<file path="src/rtl/udmab_pkg.sv">
// Package for the Ultra DMA burst engine: constants and carrier types
package udmab_pkg;

  // ****************************************
  // Widths and CRC
  // ****************************************
  localparam int unsigned DATA_W = 16;
  localparam logic [15:0] CRC_SEED = 16'h4aba;
  localparam logic [15:0] CRC_POLY = 16'h1021;

  // ****************************************
  // Timing, in ns, and cycle counts at ref_clk_i
  // ****************************************
  localparam int unsigned CLK_NS = 50;
  localparam int unsigned T_ZIORDY_NS = 20;
  localparam int unsigned T_RP_NS = 160;
  localparam int unsigned T_IORDYZ_NS = 20;
  localparam int unsigned ZIORDY_CYC = (T_ZIORDY_NS + CLK_NS - 1) / CLK_NS;
  localparam int unsigned RP_CYC = (T_RP_NS + CLK_NS - 1) / CLK_NS;
  localparam int unsigned IORDYZ_CYC_RAW = T_IORDYZ_NS / CLK_NS;
  localparam int unsigned IORDYZ_CYC = (IORDYZ_CYC_RAW < 1) ? 1 : IORDYZ_CYC_RAW;
  localparam int unsigned CNT_W = 8;

  // ****************************************
  // Types
  // ****************************************
  // Host-driven lines as seen at the device pins
  typedef struct packed {
    logic dmack_n;
    logic stop;
    logic hstrobe;
    logic [DATA_W-1:0] data;
  } udmab_host_t;

  // Word handed to the user side
  typedef struct packed {
    logic valid;
    logic [DATA_W-1:0] word;
  } udmab_word_t;

  typedef enum logic [5:0] {
    ST_IDLE = 6'b000001,
    ST_REQ = 6'b000010,
    ST_XFER = 6'b000100,
    ST_PAUSE = 6'b001000,
    ST_TERM = 6'b010000,
    ST_DONE = 6'b100000
  } udmab_state_t;

endpackage

</file>
<file path="src/rtl/udmab_sync.sv">
// Three-stage synchroniser with agreement filter for host pins
`timescale 1ns/1ps
`default_nettype none
module udmab_sync #(
  parameter int unsigned W = 1
) (
  input wire logic ref_clk_i,
  input wire logic rst_n_i,
  input wire logic [W-1:0] async_i,
  input wire logic [W-1:0] rst_val_i,
  output logic [W-1:0] sync_o
);
  logic [W-1:0] s1_r;
  logic [W-1:0] s2_r;
  logic [W-1:0] s3_r;
  logic init_r;

  // Stages hold zero in reset; the idle level is loaded once after release
  always_ff @(posedge ref_clk_i or negedge rst_n_i) begin
    if (!rst_n_i) begin
      s1_r <= '0;
      s2_r <= '0;
      s3_r <= '0;
    end else begin
      s1_r <= async_i;
      s2_r <= s1_r;
      s3_r <= s2_r;
    end
  end

  always_ff @(posedge ref_clk_i or negedge rst_n_i) begin
    if (!rst_n_i) begin
      init_r <= 1'b0;
      sync_o <= '0;
    end else begin
      init_r <= 1'b1;
      if (!init_r) begin
        sync_o <= rst_val_i;
      end else begin
        // Bitwise: a bit changes only once stage two and three agree
        sync_o <= (s2_r & s3_r) | (sync_o & (s2_r | s3_r));
      end
    end
  end
endmodule
`default_nettype wire

</file>
<file path="src/rtl/udmab_engine.sv">
// Device end of an Ultra DMA data-out burst with host CRC check
`timescale 1ns/1ps
`default_nettype none
// Operation
// - Device latches host CRC from the data bus when acknowledge negates.
// - Device compares CRCs; only the first miscompare of a command is reported.
// - Device releases its strobe/ready line shortly after acknowledge negates.
// - Device raises request while acknowledge is negated to start a burst.
// - Device drives ready negated after enable delay, keeps driving until end.
// - Device asserts ready after STOP negates; holds it until first strobe fall.
// - Burst meanings of shared lines hold only while request and acknowledge assert; the code also keeps them in device termination.
// - Device pauses only after one word, by negating ready; resumes by asserting.
// - Device accepts zero, one, two or three further words depending on timing.
// - Device absorbs up to three further words after pausing.
// - While paused device may drop request, not before ready-to-pause time.
// - Per-burst 16-bit CRC seeded 4ABAh, updated each data strobe edge.
module udmab_engine #(
  parameter int unsigned RP_CYCLES = udmab_pkg::RP_CYC,
  parameter int unsigned ZIORDY_CYCLES = udmab_pkg::ZIORDY_CYC,
  parameter int unsigned IORDYZ_CYCLES = udmab_pkg::IORDYZ_CYC
) (
  input wire logic ref_clk_i,
  input wire logic rst_n_i,
  input wire logic dmack_n_i,
  input wire logic stop_i,
  input wire logic hstrobe_i,
  input wire logic [15:0] data_i,
  output logic dmarq_o,
  output logic ddmardy_n_o,
  output logic ddmardy_oe_n_o,
  input wire logic xfer_req_i,
  input wire logic pause_i,
  input wire logic end_req_i,
  input wire logic cmd_start_i,
  output logic word_valid_o,
  output logic [15:0] word_o,
  output logic burst_done_o,
  output logic crc_err_o,
  output logic [15:0] err_host_crc_o,
  output logic [15:0] err_dev_crc_o
);
  localparam int unsigned CW = udmab_pkg::CNT_W;

  // The counters are CW bits wide, so longer waits cannot be served
  if (RP_CYCLES < 1 || RP_CYCLES > 255 || ZIORDY_CYCLES < 1 || ZIORDY_CYCLES > 255 ||
      IORDYZ_CYCLES < 1 || IORDYZ_CYCLES > 255) begin : g_bad_counts
    $error("udmab_engine: cycle counts must be 1..255");
  end

  // ****************************************
  // CRC function
  // ****************************************
  function automatic logic [15:0] crc_step(input logic [15:0] c, input logic [15:0] d);
    logic [15:0] r;
    r = c;
    for (int i = 15; i >= 0; i--) begin
      if (r[15] ^ d[i]) begin
        r = {r[14:0], 1'b0} ^ udmab_pkg::CRC_POLY;
      end else begin
        r = {r[14:0], 1'b0};
      end
    end
    return r;
  endfunction

  // ****************************************
  // Pin synchronisation
  // ****************************************
  udmab_pkg::udmab_host_t host_raw;
  udmab_pkg::udmab_host_t host_s;
  udmab_pkg::udmab_host_t host_idle;
  udmab_pkg::udmab_host_t host_d_r;

  assign host_raw = '{dmack_n: dmack_n_i, stop: stop_i, hstrobe: hstrobe_i, data: data_i};
  assign host_idle = '{dmack_n: 1'b1, stop: 1'b0, hstrobe: 1'b1, data: 16'h0000};

  // Data rides with the strobe; the host's setup and hold keep it steady around an edge
  udmab_sync #(.W($bits(udmab_pkg::udmab_host_t))) u_sync (
    .ref_clk_i(ref_clk_i),
    .rst_n_i(rst_n_i),
    .async_i(host_raw),
    .rst_val_i(host_idle),
    .sync_o(host_s)
  );

  always_ff @(posedge ref_clk_i or negedge rst_n_i) begin
    if (!rst_n_i) begin
      host_d_r <= '{dmack_n: 1'b1, stop: 1'b0, hstrobe: 1'b1, data: 16'h0000};
    end else begin
      host_d_r <= host_s;
    end
  end

  logic ack;
  logic ack_fall;
  logic strobe_edge;
  logic stop_fall;
  assign ack = !host_s.dmack_n;
  assign ack_fall = host_s.dmack_n && !host_d_r.dmack_n;
  assign strobe_edge = host_s.hstrobe != host_d_r.hstrobe;
  assign stop_fall = !host_s.stop && host_d_r.stop;

  // ****************************************
  // Burst state machine
  // ****************************************
  udmab_pkg::udmab_state_t state_r;
  logic [CW-1:0] cnt_r;
  logic first_seen_r;
  logic any_word_r;
  logic stop_seen_r;
  logic [15:0] crc_r;

  // Burst roles of STOP and HSTROBE count only while both handshakes stand. In a device
  // termination the request is already down, but edges launched before the host saw that
  // still come through the synchroniser and are real words.
  logic in_burst;
  assign in_burst = (dmarq_o || state_r == udmab_pkg::ST_TERM) && ack;
  // Edges under STOP are the strobe's return at termination and carry no data;
  // the first word is always a falling edge.
  logic data_edge;
  assign data_edge = in_burst && strobe_edge && !host_s.stop &&
    (first_seen_r || !host_s.hstrobe);

  always_ff @(posedge ref_clk_i or negedge rst_n_i) begin
    if (!rst_n_i) begin
      state_r <= udmab_pkg::ST_IDLE;
      cnt_r <= '0;
      dmarq_o <= 1'b0;
      ddmardy_n_o <= 1'b1;
      ddmardy_oe_n_o <= 1'b1;
      stop_seen_r <= 1'b0;
    end else begin
      case (state_r)
        udmab_pkg::ST_IDLE: begin
          ddmardy_oe_n_o <= 1'b1;
          ddmardy_n_o <= 1'b1;
          stop_seen_r <= 1'b0;
          if (xfer_req_i && !ack) begin
            dmarq_o <= 1'b1;
            cnt_r <= '0;
            state_r <= udmab_pkg::ST_REQ;
          end
        end
        udmab_pkg::ST_REQ: begin
          if (ack) begin
            if (cnt_r >= CW'(ZIORDY_CYCLES)) begin
              ddmardy_oe_n_o <= 1'b0;
              ddmardy_n_o <= 1'b1;
            end else begin
              cnt_r <= cnt_r + 1'b1;
            end
            if (stop_fall) begin
              stop_seen_r <= 1'b1;
            end
            if ((stop_fall || stop_seen_r) && !ddmardy_oe_n_o) begin
              ddmardy_n_o <= 1'b0;
              state_r <= udmab_pkg::ST_XFER;
            end
          end
        end
        udmab_pkg::ST_XFER: begin
          if (ack_fall) begin
            state_r <= udmab_pkg::ST_DONE;
            cnt_r <= '0;
          end else if ((pause_i || end_req_i) && any_word_r) begin
            ddmardy_n_o <= 1'b1;
            cnt_r <= '0;
            state_r <= udmab_pkg::ST_PAUSE;
          end
        end
        udmab_pkg::ST_PAUSE: begin
          if (cnt_r < CW'(RP_CYCLES)) begin
            cnt_r <= cnt_r + 1'b1;
          end
          if (ack_fall) begin
            state_r <= udmab_pkg::ST_DONE;
            cnt_r <= '0;
          end else if (end_req_i && cnt_r >= CW'(RP_CYCLES)) begin
            dmarq_o <= 1'b0;
            state_r <= udmab_pkg::ST_TERM;
          end else if (!pause_i && !end_req_i) begin
            ddmardy_n_o <= 1'b0;
            state_r <= udmab_pkg::ST_XFER;
          end
        end
        udmab_pkg::ST_TERM: begin
          if (ack_fall) begin
            state_r <= udmab_pkg::ST_DONE;
            cnt_r <= '0;
          end
        end
        udmab_pkg::ST_DONE: begin
          dmarq_o <= 1'b0;
          ddmardy_n_o <= 1'b1;
          if (cnt_r + 1'b1 >= CW'(IORDYZ_CYCLES)) begin
            ddmardy_oe_n_o <= 1'b1;
            state_r <= udmab_pkg::ST_IDLE;
          end else begin
            cnt_r <= cnt_r + 1'b1;
          end
        end
        default: begin
          state_r <= udmab_pkg::ST_IDLE;
        end
      endcase
    end
  end

  // ****************************************
  // Word capture and CRC
  // ****************************************
  // No buffer is needed: every edge after a pause is still presented, so the
  // up to three trailing words are absorbed as they arrive.
  always_ff @(posedge ref_clk_i or negedge rst_n_i) begin
    if (!rst_n_i) begin
      first_seen_r <= 1'b0;
      any_word_r <= 1'b0;
      crc_r <= udmab_pkg::CRC_SEED;
      word_valid_o <= 1'b0;
      word_o <= 16'h0000;
    end else begin
      word_valid_o <= 1'b0;
      if (state_r == udmab_pkg::ST_IDLE) begin
        first_seen_r <= 1'b0;
        any_word_r <= 1'b0;
        crc_r <= udmab_pkg::CRC_SEED;
      end else if (data_edge) begin
        first_seen_r <= 1'b1;
        any_word_r <= 1'b1;
        word_valid_o <= 1'b1;
        word_o <= host_s.data;
        crc_r <= crc_step(crc_r, host_s.data);
      end
    end
  end

  // ****************************************
  // Host CRC check and first-error report
  // ****************************************
  logic err_seen_r;
  always_ff @(posedge ref_clk_i or negedge rst_n_i) begin
    if (!rst_n_i) begin
      err_seen_r <= 1'b0;
      crc_err_o <= 1'b0;
      err_host_crc_o <= 16'h0000;
      err_dev_crc_o <= 16'h0000;
      burst_done_o <= 1'b0;
    end else begin
      burst_done_o <= 1'b0;
      if (cmd_start_i) begin
        err_seen_r <= 1'b0;
        crc_err_o <= 1'b0;
      end
      // A miscompare in the cycle of a command start is kept: the set wins over the clear
      if (ack_fall && state_r != udmab_pkg::ST_IDLE) begin
        burst_done_o <= 1'b1;
        if (host_d_r.data != crc_r && (!err_seen_r || cmd_start_i)) begin
          err_seen_r <= 1'b1;
          crc_err_o <= 1'b1;
          err_host_crc_o <= host_d_r.data;
          err_dev_crc_o <= crc_r;
        end
      end
    end
  end
endmodule
`default_nettype wire

</file>
<file path="config.mk">
export PLATFORM = sky130hd
export DESIGN_NAME = udmab_engine
export DESIGN_NICKNAME = d
export VERILOG_FILES = /design/src/rtl/udmab_pkg.sv /design/src/rtl/udmab_sync.sv /design/src/rtl/udmab_engine.sv
export SDC_FILE = /design/constraint.sdc
export NUM_CORES = 1
export LEC_CHECK = 0
export BUFFER_PORTS_ARGS = -buffer_cell sky130_fd_sc_hd__buf_2
export CELL_PAD_IN_SITES_DETAIL_PLACEMENT = 1
export CELL_PAD_IN_SITES_GLOBAL_PLACEMENT = 1
export CORE_ASPECT_RATIO = 1.75
export CORE_MARGIN = 1
export CORE_UTILIZATION = 48
export CTS_CLUSTER_SIZE = 28
export DETAILED_ROUTE_END_ITERATION = 10
export PLACE_DENSITY_LB_ADDON = 0.1
export SLEW_MARGIN = 20
export SYNTH_ARGS = -nofsm -noshare
export SYNTH_HDL_FRONTEND = slang
export SYNTH_SLANG_ARGS = --single-unit
</file>
<file path="constraint.sdc">
create_clock -name ref_clk_i -period 3.3 [get_ports ref_clk_i]
set_clock_uncertainty 0.05 [all_clocks]
set_input_delay 0.165 -clock ref_clk_i [delete_from_list [all_inputs] [get_ports ref_clk_i]]
set_output_delay 0.165 -clock ref_clk_i [all_outputs]
set_load 0.01 [all_outputs]
</file>
==> qor.txt, run 1 <==
status - finished clean
HP Class - primary input to flip-flop
worst setup path endpoint - cnt_r[0]
clk_lat worst skew - 0.43 ns
CTS tree - done
most used cell, CP - and3_1
Routability Congestion - 0.885
WS Path Type - flip-flop to flip-flop
first-pass GRT wire length - 27,900 um
CTS resizes - 0
clock root buffer - clkbuf_16
Critical Path RT - 3.56 ns
post-synth cell types - 57
post-CTS setup buffers - 0
largest net degree at the start of global routing - 66
die height - 167 um
most frequent cells in the layout - dfrtp_1 (170), buf_2 (77), mux2_2 (48)
Arr. time, crit path - 3.05 ns
startpoint class of the critical path - flip-flop
Synth Cell Area - 7430 um2
reg-to-reg endpoint - cnt_r[0]
CTS Sinks - 183
dpl cell area - 8020 um2
DR iter-0 viols - 176
HPWL after DPL - 12,100 um
Die ar. - 16,000 um2
port buffer count - 78
synth warn - 0
Yosys top cell by area - dfrtp_1
vias - 4,700
die width - 96.0 um
# diodes - 0
syn_nets - 594
min Tclk post-route - 2.79 ns
initial antenna violation count - 0
WP depth - 6
Slowest-stage cell, CP - or4_1
drt total wl - 16,800 um
EDFF count, synth - 0
vias in the first global route - 5,343
Slew Limit Fails - 0
Least-Margin Pin Slew - 0.684 ns
CTS H-tree depth - 4
Worst R2R Start - cnt_r[2]
layout cells sized above 1 - 28.4%
Relative slew margins - 54.0%
vias per inst - 5.43
flop and latch count out of synthesis - 183
Hold Fails Final Rpt - 0
worst setup path start - cnt_r[2]
CP Capture Type - flip-flop
initial core utilization - 49.6%
# hold bufs at CTS - 22
Residual DRC - 0
asr flop ratio synth - 100%
leakage power total - 4.14 nW
CP bufs+invs - 0
CP Cell Sequence - or4_1 > nor4_1 > a2bb2oi_1 > and3_1 > and3_1 > mux2_1
I/O Pins - 79
endpoints failing setup - 0
Post-Syn Instances - 564
Worst path max stage delay - 0.59 ns
core area - 15,000 um2
clock transition at the registers of the reported paths - 0.07 ns
Worst R2R Setup Slack - 0.51 ns
Final nets - 700
r2r worst-path depth - 6
Std-Cell Rows - 59
grt ovf - 0
Area contributors post-synth - dfrtp_1 (57%), mux2_2 (7.3%), dfstp_2 (4.6%), xnor2_1 (3.4%), xor2_1 (3.3%)
Detail Route Antenna Nets - 0
Top delay family on crit path - simple AND/OR/NAND/NOR gates
worst-path fanout max - 8
Yosys top cell area share - 57.3%
sequential element share of the synthesized area - 61.9%
syn avg cell area - 13.2 um2
Num CTS Buffers - 17
f_max - 0.359 GHz
maximum VDD drop - 0.362 mV
Max Cap Violations - 0
post-route cell area - 8820 um2
Layout area overhead - 18.7%
setup TNS - 0 ns
commonest non-fill, non-tap cell in the layout - dfrtp_1
Total GRT Usage - 23.5%
wire per inst - 19.4 um
ys flop type - dfrtp_1
pwr dens - 791 nW/um2
first-pass iteration count of the detailed router - 4
RSZ-0062 raised after global routing - false
CTS Buffer Depth - 2
Tcrit/Tclk final - 84.5%
-- layout make-up --
type | count | area [um2]
timing repair buffer | 108 | 689
clock buffer | 19 | 453
multi-input combinational | 356 | 2710
inverter | 4 | 15.0
fill | 1517 | 6170
sequential | 183 | 4600
tap | 183 | 229
clock inverter | 13 | 128
-- worst min-delay path by stage --
stage	startpoint	endpoint	slack (ns)	cells past startpoint
floorplan	rst_n_i	any_word_r	-0.18	0
global placement	rst_n_i	err_host_crc_o[3]	0.15	1
detailed placement	rst_n_i	err_host_crc_o[3]	0.15	1
CTS	pause_i	state_r[2]	0.07	3
global route	pause_i	state_r[2]	0.08	3
finish	pause_i	state_r[2]	0.08	3
-- tightest hold or removal path, cell delays in order --
cell,delay [ns]
buf_2,0.10
o21a_1,0.14
o22ai_1,0.10
-- per-stage QoR --
stage	total power, mW	std cells	worst slack, ns	hold WS, ns	util, %
CTS	7.07	866	0.524	0.0724	58.8
floorplan	4.35	564	0.866	-0.181	-
global route	7.38	866	0.328	0.0826	58.8
detailed placement	5.04	812	0.541	0.154	53.5
global placement	4.94	812	0.638	0.147	53.5
finish	6.97	866	0.511	0.0782	58.8
-- synthesized netlist by cell type, types with 8 or more instances --
| library cell | number |
|---|---|
| a21oi_1 | 15 |
| nor2b_1 | 10 |
| mux2_2 | 48 |
| dfrtp_1 | 170 |
| buf_2 | 8 |
| nand3_1 | 12 |
| a21boi_0 | 17 |
| xnor2_1 | 29 |
| xor2_1 | 28 |
| clkbuf_1 | 8 |
| nor4_1 | 8 |
| nor2_1 | 18 |
| or3_1 | 8 |
| nand2_1 | 41 |
| o21ai_0 | 39 |
| dfstp_2 | 13 |
-- logic make-up after synthesis --
group | synth area share [%]
flops | 61.9
fa+ha+maj | 0.842
compound gates | 8.15
mux | 7.70
simple gates | 9.11
xor+xnor | 10.6
buf+inv | 1.67
other cells | 0.0505
-- sequential cells by signal, summed over array words and instances (netlist names), 6 cells and up --
register	flops
err_host_crc_o	16
u_sync.s1_r	19
err_dev_crc_o	16
u_sync.sync_o	19
crc_r	16
word_o	16
cnt_r	8
u_sync.s3_r	19
u_sync.s2_r	19
host_d_r	19
state_r	6
-- routing by layer --
layer	routed length [um]	GRT usage (%)	vias to the layer above
met2	9670	42.6	94
met4	476	9.93	0
met1	6270	26.1	2418
met3	384	4.16	27
li1	-	-	2161
met5	0	0	-
-- where the power goes --
group,internal [mW],switching (mW)
registers,2.61,0.298
clock network,1.05,0.942
logic,1.00,1.08
total,4.66,2.31
No activity file was read; power rests on OpenSTA's default activity.
==> run 2: changes to the inputs <==
clock period = 2.7 ns   (was 3.3 ns; I/O delays follow)
==> run 2 against run 1 <==
Final cell count rose by 2.0%; non-clock buffer count increased by 17; clock-buffer cell count decreased by 2.
==> qor.txt, run 2 (synthesized netlist as in run 1, its figures left out) <==
setup TNS - 0 ns
Worst R2R Start - cnt_r[2]
startpoint class of the critical path - flip-flop
Total GRT Usage - 24.1%
Pwr Total - 8.69 mW
Final nets - 717
f_max - 0.387 GHz
Max Cap Violations - 0
Least-Margin Pin Slew - 0.656 ns
drt total wl - 17,500 um
CTS H-tree depth - 4
Post-Route M1 WL - 6470 um
HPWL after DPL - 12,600 um
CTS tree - done
met3 WL - 375 um
status - finished clean
Critical Path RT - 2.95 ns
Layout area overhead - 20.6%
clock transition at the registers of the reported paths - 0.07 ns
HP Class - primary input to flip-flop
r2r worst-path depth - 6
CTS resizes - 0
Non-Filler Instances - 883
WS Path Type - flip-flop to flip-flop
DR iter-0 viols - 215
worst setup margin - 0.117 ns
I/O Pins - 79
worst setup path endpoint - cnt_r[0]
Die ar. - 16,000 um2
vias - 4,769
clock root buffer - clkbuf_16
CTS Buffer Depth - 2
clk_lat worst skew - 0.42 ns
worst setup path start - cnt_r[2]
CTS Sinks - 183
reg-to-reg endpoint - cnt_r[0]
Hold Fails Final Rpt - 0
endpoints failing setup - 0
initial core utilization - 49.6%
leakage power total - 4.24 nW
vias per inst - 5.40
wire per inst - 19.9 um
Routability Congestion - 0.863
Slew Limit Fails - 0
Worst R2R Setup Slack - 0.12 ns
Met2 Wirelength - 10,400 um
Arr. time, crit path - 2.84 ns
core area - 15,000 um2
maximum VDD drop - 0.587 mV
first-pass iteration count of the detailed router - 4
# diodes - 0
Highest Signal Layer - met4
RSZ-0062 raised after global routing - false
Num CTS Buffers - 17
worst-path fanout max - 7
die width - 96.0 um
pwr dens - 970 nW/um2
die height - 167 um
grt ovf - 0
commonest non-fill, non-tap cell in the layout - dfrtp_1
Tcrit/Tclk final - 95.7%
Residual DRC - 0
first-pass GRT wire length - 28,400 um
most frequent cells in the layout - dfrtp_1 (170), buf_2 (77), mux2_2 (48)
initial antenna violation count - 0
Relative slew margins - 56.3%
pre-CTS setup slack - 0.146 ns
layout cells sized above 1 - 30.1%
vias in the first global route - 5,334
Placed Cells - 829
largest net degree at the start of global routing - 64
Detail Route Antenna Nets - 0
min Tclk post-route - 2.58 ns
CP Capture Type - flip-flop
fillers - 1,529
Std-Cell Rows - 59
port buffer count - 78
==> run 2: worst min path at each step <==
| stage | end | slack, ns | start | depth (start not counted) |
|---|---|---|---|---|
| after detailed placement | err_seen_r | 0.11 | rst_n_i | 1 |
| after global placement | err_seen_r | 0.10 | rst_n_i | 1 |
| final | state_r[2] | 0.06 | pause_i | 3 |
| after CTS | state_r[2] | 0.04 | pause_i | 3 |
| after global routing | state_r[2] | 0.07 | pause_i | 3 |
| after floorplan | any_word_r | -0.21 | rst_n_i | 0 |
==> run 2: worst max-delay path, stage by stage (launching register included) <==
cell and delay (ns):
dfrtp_1 0.45, or4_1 0.60, nor4_1 0.44, a2bb2oi_1 0.21
and3_1 0.19, and3_1 0.19, mux2_1 0.32
==> run 2: cell type report <==
cell class              count  area [um2]  share of cell area [%]
clock buffers              17         425                    4.75
clock inverters            15         155                    1.73
inverters                   4        15.0                   0.168
multi-input cells         356        2710                    30.2
flip-flops and latches    183        4600                    51.3
well taps                 183         229                    2.56
repair buffers            125         830                    9.26
==> run 2: routing by layer <==
layer | up-vias | global-route usage [%]
met5 | - | 0
met4 | 0 | 7.72
met3 | 21 | 3.65
met2 | 83 | 45.2
met1 | 2469 | 26.8
li1 | 2196 | -
==> run 2: per-stage QoR <==
step           area [um2]  hold slack [ns]  utilization (%)
3_5_place_dp         8160            0.110             54.4
4_1_cts              8960           0.0440             59.8
5_1_grt              8960           0.0735             59.8
3_3_place_gp         8160            0.105             54.4
2_1_floorplan        7430           -0.211                -
6_report             8960           0.0570             59.8
==> run 2: timing repair <==
| action | CTS | global route |
|---|---|---|
| hold buffers | 22 | 0 |
| buffers inserted | 0 | 0 |
| hold endpoints to repair | 78 | 0 |
==> run 2: where the power goes <==
part	internal [mW]	switching, mW
Sequential	3.19	0.335
Clock	1.31	1.16
Combinational	1.29	1.39
Total	5.80	2.89
